===== config.mk =====
export PLATFORM = sky130hd
export DESIGN_NAME = autoneg_page_registers
export DESIGN_NICKNAME = d
export VERILOG_FILES = /design/src/design/autoneg_pkg.sv /design/src/design/autoneg_page_registers.sv
export VERILOG_INCLUDE_DIRS = /design/src /design/src/design
export SDC_FILE = /design/constraint.sdc
export NUM_CORES = 1
export LEC_CHECK = 0
export BUFFER_PORTS_ARGS = -buffer_cell sky130_fd_sc_hd__buf_4
export CORE_MARGIN = 2
export CORE_UTILIZATION = 48
export DETAILED_ROUTE_END_ITERATION = 8
export GPL_TIMING_DRIVEN = 0
export PLACE_DENSITY = 0.89
export SLEW_MARGIN = 5
export SYNTH_ARGS = -nofsm -noshare
export SYNTH_HDL_FRONTEND = slang
export SYNTH_SLANG_ARGS = --single-unit

===== constraint.sdc =====
create_clock -name pclk -period 1.85 [get_ports pclk]
set_clock_uncertainty 0.2 [all_clocks]
set_input_delay 0.0925 -clock pclk [delete_from_list [all_inputs] [get_ports pclk]]
set_output_delay 0.0925 -clock pclk [all_outputs]
set_load 0.005 [all_outputs]

===== src/design/autoneg_consts.svh =====
`ifndef AUTONEG_CONSTS_SVH
`define AUTONEG_CONSTS_SVH

// register indices; byte address is four times the index
`define IDX_LOCAL_ABILITY_ADVERT      5'h04
`define IDX_PARTNER_BASE_ABILITY      5'h05
`define IDX_NEGOTIATION_EXPANSION     5'h06
`define IDX_OUTGOING_NEXT_PAGE        5'h07

// local advertisement fields
`define ADV_TEN_BIT                   5
`define ADV_SEL_RESET                 5'h01

// partner base ability: bit 12 is reserved and masked
`define PARTNER_RX_MASK               16'hEFFF
`define PARTNER_RESET                 16'h0000
`define PAGE_MORE_BIT                 15

// expansion status constants
`define EXP_RESERVED                  9'h000
`define EXP_LOC_SPECIFIED             1'b1
`define EXP_LOC_SELECT                1'b1
`define EXP_LOCAL_MORE_CAPABLE        1'b1

// outgoing next page fields
`define NP_MORE_BIT                   15
`define NP_MSG_BIT                    13
`define NP_COMPLY_BIT                 12
`define NP_MORE_RESET                 1'b0
`define NP_MSG_RESET                  1'b1
`define NP_COMPLY_RESET               1'b0
`define NP_CODE_RESET                 11'h001

// strap sampling: cycles of settle after reset release
`define STRAP_SETTLE                  2'h3

`endif


===== src/design/autoneg_pkg.sv =====
package autoneg_pkg;

	// whole register state of the block
	typedef struct packed {
		logic [2:0]  strap_sync;
		logic [1:0]  strap_cnt;
		logic        strap_done;
		logic        adv_ten;
		logic [4:0]  adv_sel;
		logic [15:0] partner_word;
		logic        pd_fault;
		logic        partner_np_cap;
		logic        page_rx;
		logic        partner_an_cap;
		logic        np_more;
		logic        np_ack;
		logic        np_msg;
		logic        np_comply;
		logic        np_toggle;
		logic [10:0] np_code;
		logic [15:0] rdata;
		logic        slverr;
	} state_t;

endpackage


===== src/design/autoneg_page_registers.sv =====
`timescale 1ns/100ps
`include "autoneg_consts.svh"
// Summary of operation
// - advert bit 5, read/write, strap reset value
// - advert selector 4:0 read/write, resets 00001
// - partner register captures received base page
// - partner bit 14 follows received base pages, not next pages
// - partner register read-only, resets to zero
// - expansion bits 15:7 read zero, ignore writes
// - expansion bits 6 and 5 read one
// - parallel detect fault flag sets on fault
// - partner more-pages capable flag sets
// - local more-pages capable reads constant one
// - page received flag, cleared by read
// - partner negotiation capable flag sets
// - next page bit 15 read/write, reset 0
// - next page bit 14 acknowledge, read-only
// - next page bit 13 message flag, reset 1
// - next page bit 12 comply flag, reset 0
// - toggle bit inverts last exchanged toggle
// - next page code read/write, resets null
module autoneg_page_registers #(
	parameter int ADDR_W = 12
) (
	// register bus
	input  wire logic              pclk,
	input  wire logic              presetn,
	input  wire logic              psel,
	input  wire logic              penable,
	input  wire logic              pwrite,
	input  wire logic [ADDR_W-1:0] paddr,
	input  wire logic [31:0]       pwdata,
	output logic      [31:0]       prdata,
	output logic                   pready,
	output logic                   pslverr,
	// strap pin, sampled once after reset
	input  wire logic              strap_ten_base,
	// negotiation engine side, all on pclk
	input  wire logic              rx_page_valid,
	input  wire logic [15:0]       rx_page_word,
	input  wire logic              rx_base_page,
	input  wire logic              parallel_fault,
	input  wire logic              partner_an_detect,
	input  wire logic              lcw_sent,
	input  wire logic              lcw_sent_toggle,
	input  wire logic              an_restart,
	// advertised and outgoing words for the engine
	output logic                   advert_ten_base,
	output logic      [4:0]        advert_selector,
	output logic      [15:0]       next_page_word
);

	// elaboration checks: the index decode needs seven address bits,
	// and the bus carries no more than thirty-two
	if (ADDR_W < 7) begin : g_addr_narrow
		$error("ADDR_W must be at least 7");
	end
	if (ADDR_W > 32) begin : g_addr_wide
		$error("ADDR_W must be at most 32");
	end

	autoneg_pkg::state_t s_q;
	autoneg_pkg::state_t s_d;

	logic        setup;
	logic        access;
	logic        hit;
	logic [4:0]  idx;
	logic [15:0] exp_word;
	logic [15:0] np_word;
	logic        rd_done;
	logic        wr_done;
	logic [15:0] adv_word;

	// aligned word index, or all ones when misaligned or at byte address 128 and above
	function automatic logic [4:0] word_index(input logic [ADDR_W-1:0] a);
		logic [4:0] r;
		r = 5'h1F;
		if (a[1:0] == 2'h0 && (a >> 7) == '0) begin
			r = a[6:2];
		end
		return r;
	endfunction

	function automatic logic mapped(input logic [4:0] i);
		return (i == `IDX_LOCAL_ABILITY_ADVERT) || (i == `IDX_PARTNER_BASE_ABILITY)
			|| (i == `IDX_NEGOTIATION_EXPANSION) || (i == `IDX_OUTGOING_NEXT_PAGE);
	endfunction

	// true for the two words that hold software-owned fields
	function automatic logic writable(input logic [4:0] i);
		return (i == `IDX_LOCAL_ABILITY_ADVERT) || (i == `IDX_OUTGOING_NEXT_PAGE);
	endfunction

	// advertisement word; the upper abilities are not stored and read zero
	function automatic logic [15:0] advert_pack(
		input logic       ten,
		input logic [4:0] sel
	);
		logic [15:0] r;
		r               = 16'h0000;
		r[`ADV_TEN_BIT] = ten;
		r[4:0]          = sel;
		return r;
	endfunction

	// expansion word; fixed fields are constants, so no write reaches them
	function automatic logic [15:0] exp_pack(
		input logic pd,
		input logic np_cap,
		input logic rx,
		input logic an_cap
	);
		logic [15:0] r;
		r       = 16'h0000;
		r[15:7] = `EXP_RESERVED;
		r[6]    = `EXP_LOC_SPECIFIED;
		r[5]    = `EXP_LOC_SELECT;
		r[4]    = pd;
		r[3]    = np_cap;
		r[2]    = `EXP_LOCAL_MORE_CAPABLE;
		r[1]    = rx;
		r[0]    = an_cap;
		return r;
	endfunction

	// outgoing next page; acknowledge and toggle belong to the engine
	function automatic logic [15:0] np_pack(
		input logic        more,
		input logic        ack,
		input logic        msg,
		input logic        comply,
		input logic        tog,
		input logic [10:0] code
	);
		logic [15:0] r;
		r                 = 16'h0000;
		r[`NP_MORE_BIT]   = more;
		r[14]             = ack;
		r[`NP_MSG_BIT]    = msg;
		r[`NP_COMPLY_BIT] = comply;
		r[11]             = tog;
		r[10:0]           = code;
		return r;
	endfunction

	// read multiplexer; holes in the map read zero so nothing leaks
	function automatic logic [15:0] read_word(
		input logic [4:0]  i,
		input logic [15:0] adv,
		input logic [15:0] partner,
		input logic [15:0] expn,
		input logic [15:0] np
	);
		logic [15:0] r;
		r = 16'h0000;
		case (i)
			`IDX_LOCAL_ABILITY_ADVERT: begin
				r = adv;
			end
			`IDX_PARTNER_BASE_ABILITY: begin
				r = partner;
			end
			`IDX_NEGOTIATION_EXPANSION: begin
				r = expn;
			end
			`IDX_OUTGOING_NEXT_PAGE: begin
				r = np;
			end
			default: begin
				r = 16'h0000;
			end
		endcase
		return r;
	endfunction

	// strap pin: three stages, captured once stages two and three agree;
	// the settle count keeps a pin that still moves after reset out
	function automatic autoneg_pkg::state_t strap_step(
		input autoneg_pkg::state_t s,
		input logic                pin
	);
		autoneg_pkg::state_t r;
		r            = s;
		r.strap_sync = {s.strap_sync[1:0], pin};
		if (!s.strap_done) begin
			if (s.strap_cnt != `STRAP_SETTLE) begin
				r.strap_cnt = s.strap_cnt + 2'h1;
			end else if (s.strap_sync[1] == s.strap_sync[2]) begin
				r.adv_ten    = s.strap_sync[2];
				r.strap_done = 1'b1;
			end
		end
		return r;
	endfunction

	// software write to one word; only the read/write fields move
	function automatic autoneg_pkg::state_t apply_write(
		input autoneg_pkg::state_t s,
		input logic [4:0]          i,
		input logic [15:0]         d
	);
		autoneg_pkg::state_t r;
		r = s;
		case (i)
			`IDX_LOCAL_ABILITY_ADVERT: begin
				r.adv_ten    = d[`ADV_TEN_BIT];
				r.adv_sel    = d[4:0];
				r.strap_done = 1'b1;  // late strap must not undo software
			end
			`IDX_OUTGOING_NEXT_PAGE: begin
				r.np_more   = d[`NP_MORE_BIT];
				r.np_msg    = d[`NP_MSG_BIT];
				r.np_comply = d[`NP_COMPLY_BIT];
				r.np_code   = d[10:0];
			end
			default: begin
				r = s;  // read-only words ignore writes, with no error
			end
		endcase
		return r;
	endfunction

	// engine side; clears come before sets so a set in the same cycle wins
	function automatic autoneg_pkg::state_t apply_events(
		input autoneg_pkg::state_t s,
		input logic                sent,
		input logic                sent_tog,
		input logic                an_seen,
		input logic                fault,
		input logic                page,
		input logic                base,
		input logic [15:0]         word
	);
		autoneg_pkg::state_t r;
		r = s;
		// our word went out: drop acknowledge, invert its toggle
		if (sent) begin
			r.np_ack    = 1'b0;
			r.np_toggle = ~sent_tog;
		end
		if (an_seen) begin
			r.partner_an_cap = 1'b1;
		end
		if (fault) begin
			r.pd_fault = 1'b1;
		end
		if (page) begin
			r.page_rx = 1'b1;
			r.np_ack  = 1'b1;
			if (base) begin
				// later next pages are not stored anywhere, so base stays
				r.partner_word   = word & `PARTNER_RX_MASK;
				// a base page at all proves the partner negotiates
				r.partner_an_cap = 1'b1;
				if (word[`PAGE_MORE_BIT]) begin
					r.partner_np_cap = 1'b1;
				end
			end
		end
		return r;
	endfunction

	// bus phases; read data is latched in setup so access answers at once,
	// which costs a flop per data bit but keeps the slave at zero waits
	assign setup   = psel & ~penable;
	assign access  = psel & penable;
	assign idx     = word_index(paddr);
	assign hit     = mapped(idx);
	assign rd_done = access & ~pwrite & hit;
	assign wr_done = access & pwrite & hit & writable(idx);

	// read-back words for the bus; only np_word also drives an engine output
	assign adv_word = advert_pack(s_q.adv_ten, s_q.adv_sel);
	assign exp_word = exp_pack(s_q.pd_fault, s_q.partner_np_cap, s_q.page_rx,
		s_q.partner_an_cap);
	assign np_word  = np_pack(s_q.np_more, s_q.np_ack, s_q.np_msg, s_q.np_comply,
		s_q.np_toggle, s_q.np_code);

	// next-state logic for every register of the block
	always_comb begin
		s_d = s_q;

		// strap first, so a software write in the same cycle wins
		s_d = strap_step(s_d, strap_ten_base);

		// restart wipes the fault and partner capability flags, not the partner word
		if (an_restart) begin
			s_d.pd_fault       = 1'b0;
			s_d.partner_np_cap = 1'b0;
			s_d.partner_an_cap = 1'b0;
		end

		// read data and error captured in the setup cycle
		if (setup) begin
			s_d.slverr = ~hit;
			s_d.rdata  = read_word(idx, adv_word, s_q.partner_word, exp_word, np_word);
		end

		// whole-word writes on the access edge; read-only bits ignored
		if (wr_done) begin
			s_d = apply_write(s_d, idx, pwdata[15:0]);
		end

		// page received flag clears on a completed read of expansion
		if (rd_done && idx == `IDX_NEGOTIATION_EXPANSION) begin
			s_d.page_rx = 1'b0;
		end

		// engine events come last so a set beats any clear
		s_d = apply_events(s_d, lcw_sent, lcw_sent_toggle, partner_an_detect,
			parallel_fault, rx_page_valid, rx_base_page, rx_page_word);
	end

	// single state register; asynchronous reset loads constants only,
	// the strap value arrives later through the synchroniser
	always_ff @(posedge pclk or negedge presetn) begin
		if (!presetn) begin
			s_q                <= '0;
			s_q.adv_sel        <= `ADV_SEL_RESET;
			s_q.partner_word   <= `PARTNER_RESET;
			s_q.np_more        <= `NP_MORE_RESET;
			s_q.np_msg         <= `NP_MSG_RESET;
			s_q.np_comply      <= `NP_COMPLY_RESET;
			s_q.np_code        <= `NP_CODE_RESET;
		end else begin
			s_q <= s_d;
		end
	end

	// zero-wait slave: answer in the first access cycle
	assign pready          = access;
	assign pslverr         = access & s_q.slverr;
	assign prdata          = {16'h0000, s_q.rdata};
	assign advert_ten_base = s_q.adv_ten;
	assign advert_selector = s_q.adv_sel;
	assign next_page_word  = np_word;

endmodule


==> results of run 1 <==
==> cell type report <==
class | count | area (µm²)
multi-input combinational | 129 | 1120
clock inverter | 4 | 70.1
timing repair buffer | 139 | 1150
inverter | 21 | 78.8
sequential | 64 | 1610
tap | 77 | 96.3
fill | 432 | 1700
buffer | 59 | 433
clock buffer | 11 | 131
==> worst max-delay path: cells and delay by family <==
family | cells | cell delay, ns
compound gates | 1 | 0.30
buf+inv | 2 | 0.75
simple gates | 2 | 0.56
==> per-stage QoR <==
| stage | hold slack (ns) | util (%) |
|---|---|---|
| 2_1_floorplan | -0.403 | - |
| 3_3_place_gp | 0.00219 | 63.2 |
| 3_5_place_dp | 0.00354 | 63.2 |
| 4_1_cts | -0.0135 | 73.4 |
| 5_1_grt | 0.00168 | 73.5 |
| 6_report | -0.0110 | 73.5 |
==> cell usage after synthesis <==
library cell	n
nand2b_1	2
nand4b_1	1
nand4_1	2
o21bai_1	1
mux2i_1	2
mux4_2	4
nor2b_1	1
a211o_1	1
o41ai_1	1
xor2_1	1
nor2_1	2
a22o_1	7
dfstp_2	3
o21ai_0	1
nand4bb_1	1
clkbuf_1	4
or4_4	1
xnor2_1	1
a21o_1	1
buf_1	2
nor3_1	2
and3_1	2
dfrtp_1	61
and2_1	2
nor4b_1	2
nor3b_1	1
o221ai_1	8
inv_1	21
buf_8	1
or3b_2	2
or4b_4	1
mux2_2	25
nor4_4	2
nor4_1	1
buf_4	53
a32o_1	1
mux2_4	10
nand3_1	2
o211ai_1	1
nand2_1	13
ha_1	1
conb_1	1
a21oi_1	7
==> worst min-delay path by stage <==
stage	start	end	slack [ns]	cells after the start
final	paddr[1]	exp_word[1]$_DFFE_PN0P_	-0.01	4
after global routing	paddr[1]	exp_word[1]$_DFFE_PN0P_	0.002	4
after CTS	paddr[6]	exp_word[1]$_DFFE_PN0P_	-0.01	4
after detailed placement	strap_ten_base	s_q[62]$_DFF_PN0_	0.004	1
after global placement	strap_ten_base	s_q[62]$_DFF_PN0_	0.002	1
after floorplan	presetn	advert_selector[1]$_DFFE_PN0P_	-0.40	0
==> registers in the layout, summed over array words and instances (netlist names) <==
register / count
advert_ten_base: 1
prdata: 16
s_q: 22
next_page_word: 16
exp_word: 4
advert_selector: 5
==> report_power, final <==
part	switching (mW)	leakage [nW]	internal, mW
clock network	0.498	0.103	0.748
logic	0.153	1.48	0.246
registers	0.0333	0.798	1.46
==> per-layer routing <==
metal / track usage [%] / wire [µm] / vias up
met3: 3.50 / 323 / 26
met1: 27.0 / 3060 / 1193
li1: - / - / 1161
met4: 13.9 / 309 / 0
met2: 39.9 / 4080 / 82
met5: 0 / 0 / -
==> repair_timing <==
| action | in CTS | in global routing |
|---|---|---|
| pin swaps | 1 | 1 |
| buffers inserted | 1 | 1 |
| hold buffers | 44 | 0 |
| setup endpoints to repair | 10 | 7 |
| hold endpoints to repair | 103 | 0 |
| resized for setup | 0 | 1 |
==> kinds of logic (layout without fill, tap and decap cells) <==
group,after synthesis,after routing,share of synthesized area (%)
AND/OR/NAND/NOR,40,40,8.44
flip-flops,64,64,50.4
AO/OA/AOI/OAI,29,29,6.95
XOR/XNOR,2,2,0.550
adder cells (fa/ha/maj),1,1,0.393
multiplexers,41,41,17.0
buffers and inverters,81,234,16.1
other,1,16,0.118
==> reports/summary.txt, run 1 <==
Mapped Area - 3190 µm²
initial core utilization - 49.9%
area growth from synthesis to layout - 47.3%
Post-Route WL - 7780 µm
Initial DRT Pass Iterations - 4
Rows - 29
Final Non-Filler Cells - 504
n_diodes - 0
post-synth cell types - 43
TritonCTS clock tree - yes
Largest stage delay, worst path - 0.58 ns
leading cell types in the layout, fill and taps excluded - 148 x buf_4, 61 x dfrtp_1, 44 x dlygate4sd3_1
Setup crit start kind - primary input
Final GP Congestion - 0.781
TNS Setup - 0 ns
Syn Inst Count - 259
global-route wire length before repair - 12700 µm
drt wl/cell - 15.4 µm
gr ovfl total - 0
DRT iter0 DRCs - 152
final instance area - 4690 µm²
core area - 6390 µm²
Hold Crit Class - primary input to register
Critical Path Start - paddr[2]
number of global-route vias before repair - 2579
critical path, cell by cell - buf_4 > dlygate4sd3_1 > or3b_2 > o41ai_1 > nand2b_1
Max-cap violations - 0
clock slew at reported path FFs - 0.06 ns
Routed Antenna Nets - 0
most common cell after layout, fill and taps aside - buf_4
drt drc - 0
post-route minimum period - 1.69 ns
fin. max-slew vios - 0
layout cells sized above 1 - 49.4%
R2R Path Start - s_q[60]$_DFFE_PN0P_
VDD IR max - 465 µV
post-layout net count - 497
Chip Width - 85.5 µm
DR vias - 2462
CP arrival - 1.70 ns
# IOs - 129
Mean Syn Cell Area - 12.3 µm²
slowest CP cell - dlygate4sd3_1
Synth Warn # - 0
worst hold slack - -0.0110 ns
cell count of the worst reg-to-reg path - 3
Via density - 4.88
Max clock buf depth - 2
Port Buf Inserts - 93
Power Density - 669 nW/µm²
final cycle utilization of the critical path - 91.6%
status - finished with violations
Crit Path Class - primary input to register
Slew HR - 47.7%
Setup WS pre-CTS - -0.417 ns
clk_lat worst skew - 0.33 ns
Setup Viol. Count Final - 0
dpl hpwl - 5370 µm
CTS buffer count - 9
Max H-tree Level - 3
largest net degree at the start of global routing - 65
Synth area leader - dfrtp_1
initial antenna violation count - 0
clk root buf - clkbuf_8
CTS Sinks - 64
Worst EP required - 1.86 ns
slew at the pin closest to its max-slew limit - 0.784 ns
Synth area leaders - dfrtp_1 48%, buf_4 12%, mux2_2 8.8%
FMAX - 590 MHz
Critical Path Fanout Max - 14
Setup WS post-layout - 0.155 ns
leakage power - 2.38 nW
Fin. Hold Viols - 1
RR Endpoint - s_q[61]$_DFFE_PN0P_
Worst setup endpoint - exp_word[1]$_DFFE_PN0P_
Placed Cells - 444
Total Routing Usage GR - 23.1%
post-synthesis register bit count - 64
R2R setup slack - 0.35 ns
unrepaired setup endpoints after global routing - true
failing checks - negative hold slack
Design Power - 3.14 mW
top cell type's share of synthesized area - 47.9%
CP Capture Type - register
post-synthesis sequential area ratio - 50.4%
Die Span Y - 85.5 µm
DP Area - 4040 µm²
die area - 7300 µm²
No activity file was read; power rests on OpenSTA's default activity.
==> run 2: changes to the inputs <==
MAX_ROUTING_LAYER = met4   (was unset)
==> reports/summary.txt, run 2 (synthesis results as in run 1) <==
status - finished with violations
failing checks - negative hold slack
CTS Sinks - 64 (unchanged)
hold buffers post-CTS - 44 (unchanged)
worst hold slack - -0.0110 ns (+0.00000840 ns)
CTS buffer count - 9 (unchanged)
TritonCTS clock tree - yes
global-route wire length before repair - 12700 µm (-0.16%)
Setup crit start kind - primary input
number of global-route vias before repair - 2582 (+0.12%)
leakage power - 2.38 nW (unchanged)
n_diodes - 0 (unchanged)
DRT iter0 DRCs - 160 (+5.3%)
Max clock buf depth - 2 (unchanged)
clock slew at reported path FFs - 0.06 ns (about the same)
dpl hpwl - 5370 µm (unchanged)
Final Non-Filler Cells - 504 (unchanged)
# IOs - 129 (unchanged)
DR vias - 2470 (+0.32%)
clk root buf - clkbuf_8
Setup Viol. Count Final - 0 (unchanged)
initial core utilization - 49.9% (unchanged)
Fin. Hold Viols - 1 (unchanged)
post-layout net count - 497 (unchanged)
VDD IR max - 465 µV (about the same)
leading cell types in the layout, fill and taps excluded - 148 x buf_4, 61 x dfrtp_1, 44 x dlygate4sd3_1
multi-input logic area - 1120 µm² (unchanged)
Rows - 29 (unchanged)
Crit Path Class - primary input to register
clk_lat worst skew - 0.33 ns (about the same)
CP arrival - 1.70 ns (about the same)
post-route minimum period - 1.69 ns (-0.00106 ns)
Design Power - 3.14 mW (about the same)
initial antenna violation count - 0 (unchanged)
area growth from synthesis to layout - 47.3% (unchanged)
final instance area - 4690 µm² (unchanged)
unrepaired setup endpoints after global routing - true
Final GP Congestion - 0.792 (+1.4%)
Setup WS pre-CTS - -0.417 ns (unchanged)
Critical Path Fanout Max - 14 (unchanged)
drt wl/cell - 15.4 µm (-0.26%)
Max H-tree Level - 3 (unchanged)
FMAX - 590 MHz (about the same)
most common cell after layout, fill and taps aside - buf_4
Port Buf Inserts - 93 (unchanged)
Placed Cells - 444 (unchanged)
Power Density - 669 nW/µm² (about the same)
drt drc - 0 (unchanged)
Slew HR - 47.3% (-0.43 points)
Hold Crit Class - primary input to register
Initial DRT Pass Iterations - 4 (unchanged)
Biggest register - s_q
final cycle utilization of the critical path - 91.6% (about the same)
Total Routing Usage GR - 23.8% (+0.70 points)
Worst EP required - 1.86 ns (about the same)
slew at the pin closest to its max-slew limit - 0.790 ns (+0.00647 ns)
Routed Antenna Nets - 0 (unchanged)
fin. max-slew vios - 0 (unchanged)
Sequential Area - 1610 µm² (unchanged)
Via density - 4.90 (+0.32%)
CP Capture Type - register
Chip Width - 85.5 µm (unchanged)
fill count - 432 (unchanged)
flip-flop count of the largest register after layout - 22 (unchanged)
Max-cap violations - 0 (unchanged)
Die Span Y - 85.5 µm (unchanged)
layout cells sized above 1 - 49.4% (unchanged)
die area - 7300 µm² (unchanged)
Setup WS post-layout - 0.156 ns (+0.00106 ns)
gr ovfl total - 0 (unchanged)
largest net degree at the start of global routing - 65 (unchanged)
DP Area - 4040 µm² (unchanged)
core area - 6390 µm² (unchanged)
Post-Route WL - 7760 µm (-0.26%)
==> run 2: cell counts in the layout (fill, tap and decap cells not counted) <==
Identical to the previous run, type by type.
==> run 2: timing repair <==
action | CTS | global route
hold endpoints to repair | 103 | 1
gates resized for setup | 0 | 1
setup buffers | 1 | 1
pin swaps | 1 | 1
endpoints found under the setup margin | 10 | 7
==> run 2: power breakdown <==
part	total [mW]	internal (mW)	switching, mW
registers	1.49	1.46	0.0335
logic	0.399	0.246	0.153
clock network	1.24	0.748	0.495
==> run 2: layout make-up <==
class                           instances  share of cell area, %
Buffer                                 59                   9.23
Clock buffer                           11                   2.80
Clock inverter                          4                   1.49
Inverter                               21                   1.68
Multi-Input combinational cell        129                   23.9
Sequential cell                        64                   34.2
Tap cell                               77                   2.05
Timing Repair Buffer                  139                   24.6
==> run 2: final timing paths <==
kind | startpoint | end | slack, ns | cells after the start
min in group asynchronous | presetn | next_page_word[11]$_DFFE_PN0P_ | 0.19 | 2
min | paddr[1] | exp_word[1]$_DFFE_PN0P_ | -0.01 | 4
min reg2reg | s_q[62]$_DFF_PN0_ | s_q[63]$_DFF_PN0_ | 0.16 | 0
max in group asynchronous | presetn | prdata[0]$_DFFE_PN0P_ | 0.74 | 2
max reg2reg | s_q[60]$_DFFE_PN0P_ | s_q[61]$_DFFE_PN0P_ | 0.35 | 3
max | paddr[2] | exp_word[1]$_DFFE_PN0P_ | 0.16 | 5
==> run 2: routing by layer <==
layer / global-route usage [%] / wire length (µm) / vias to the layer above
met2: 39.8 / 4100 / 84
met5: - / 0 / -
li1: - / - / 1160
met1: 27.1 / 3020 / 1200
met4: 13.9 / 289 / 0
met3: 3.60 / 353 / 26
==> run 2: per-stage QoR <==
stage	TNS [ns]	util (%)
finish	0	73.5
detailed placement	-7.15	63.2
global route	-0.00680	73.5
floorplan	-0.530	-
global placement	-6.63	63.2
CTS	0	73.4
==> run 2: critical path, cell delays in order <==
cell and delay (ns):
buf_4 0.17, dlygate4sd3_1 0.58, or3b_2 0.47, o41ai_1 0.29, nand2b_1 0.08
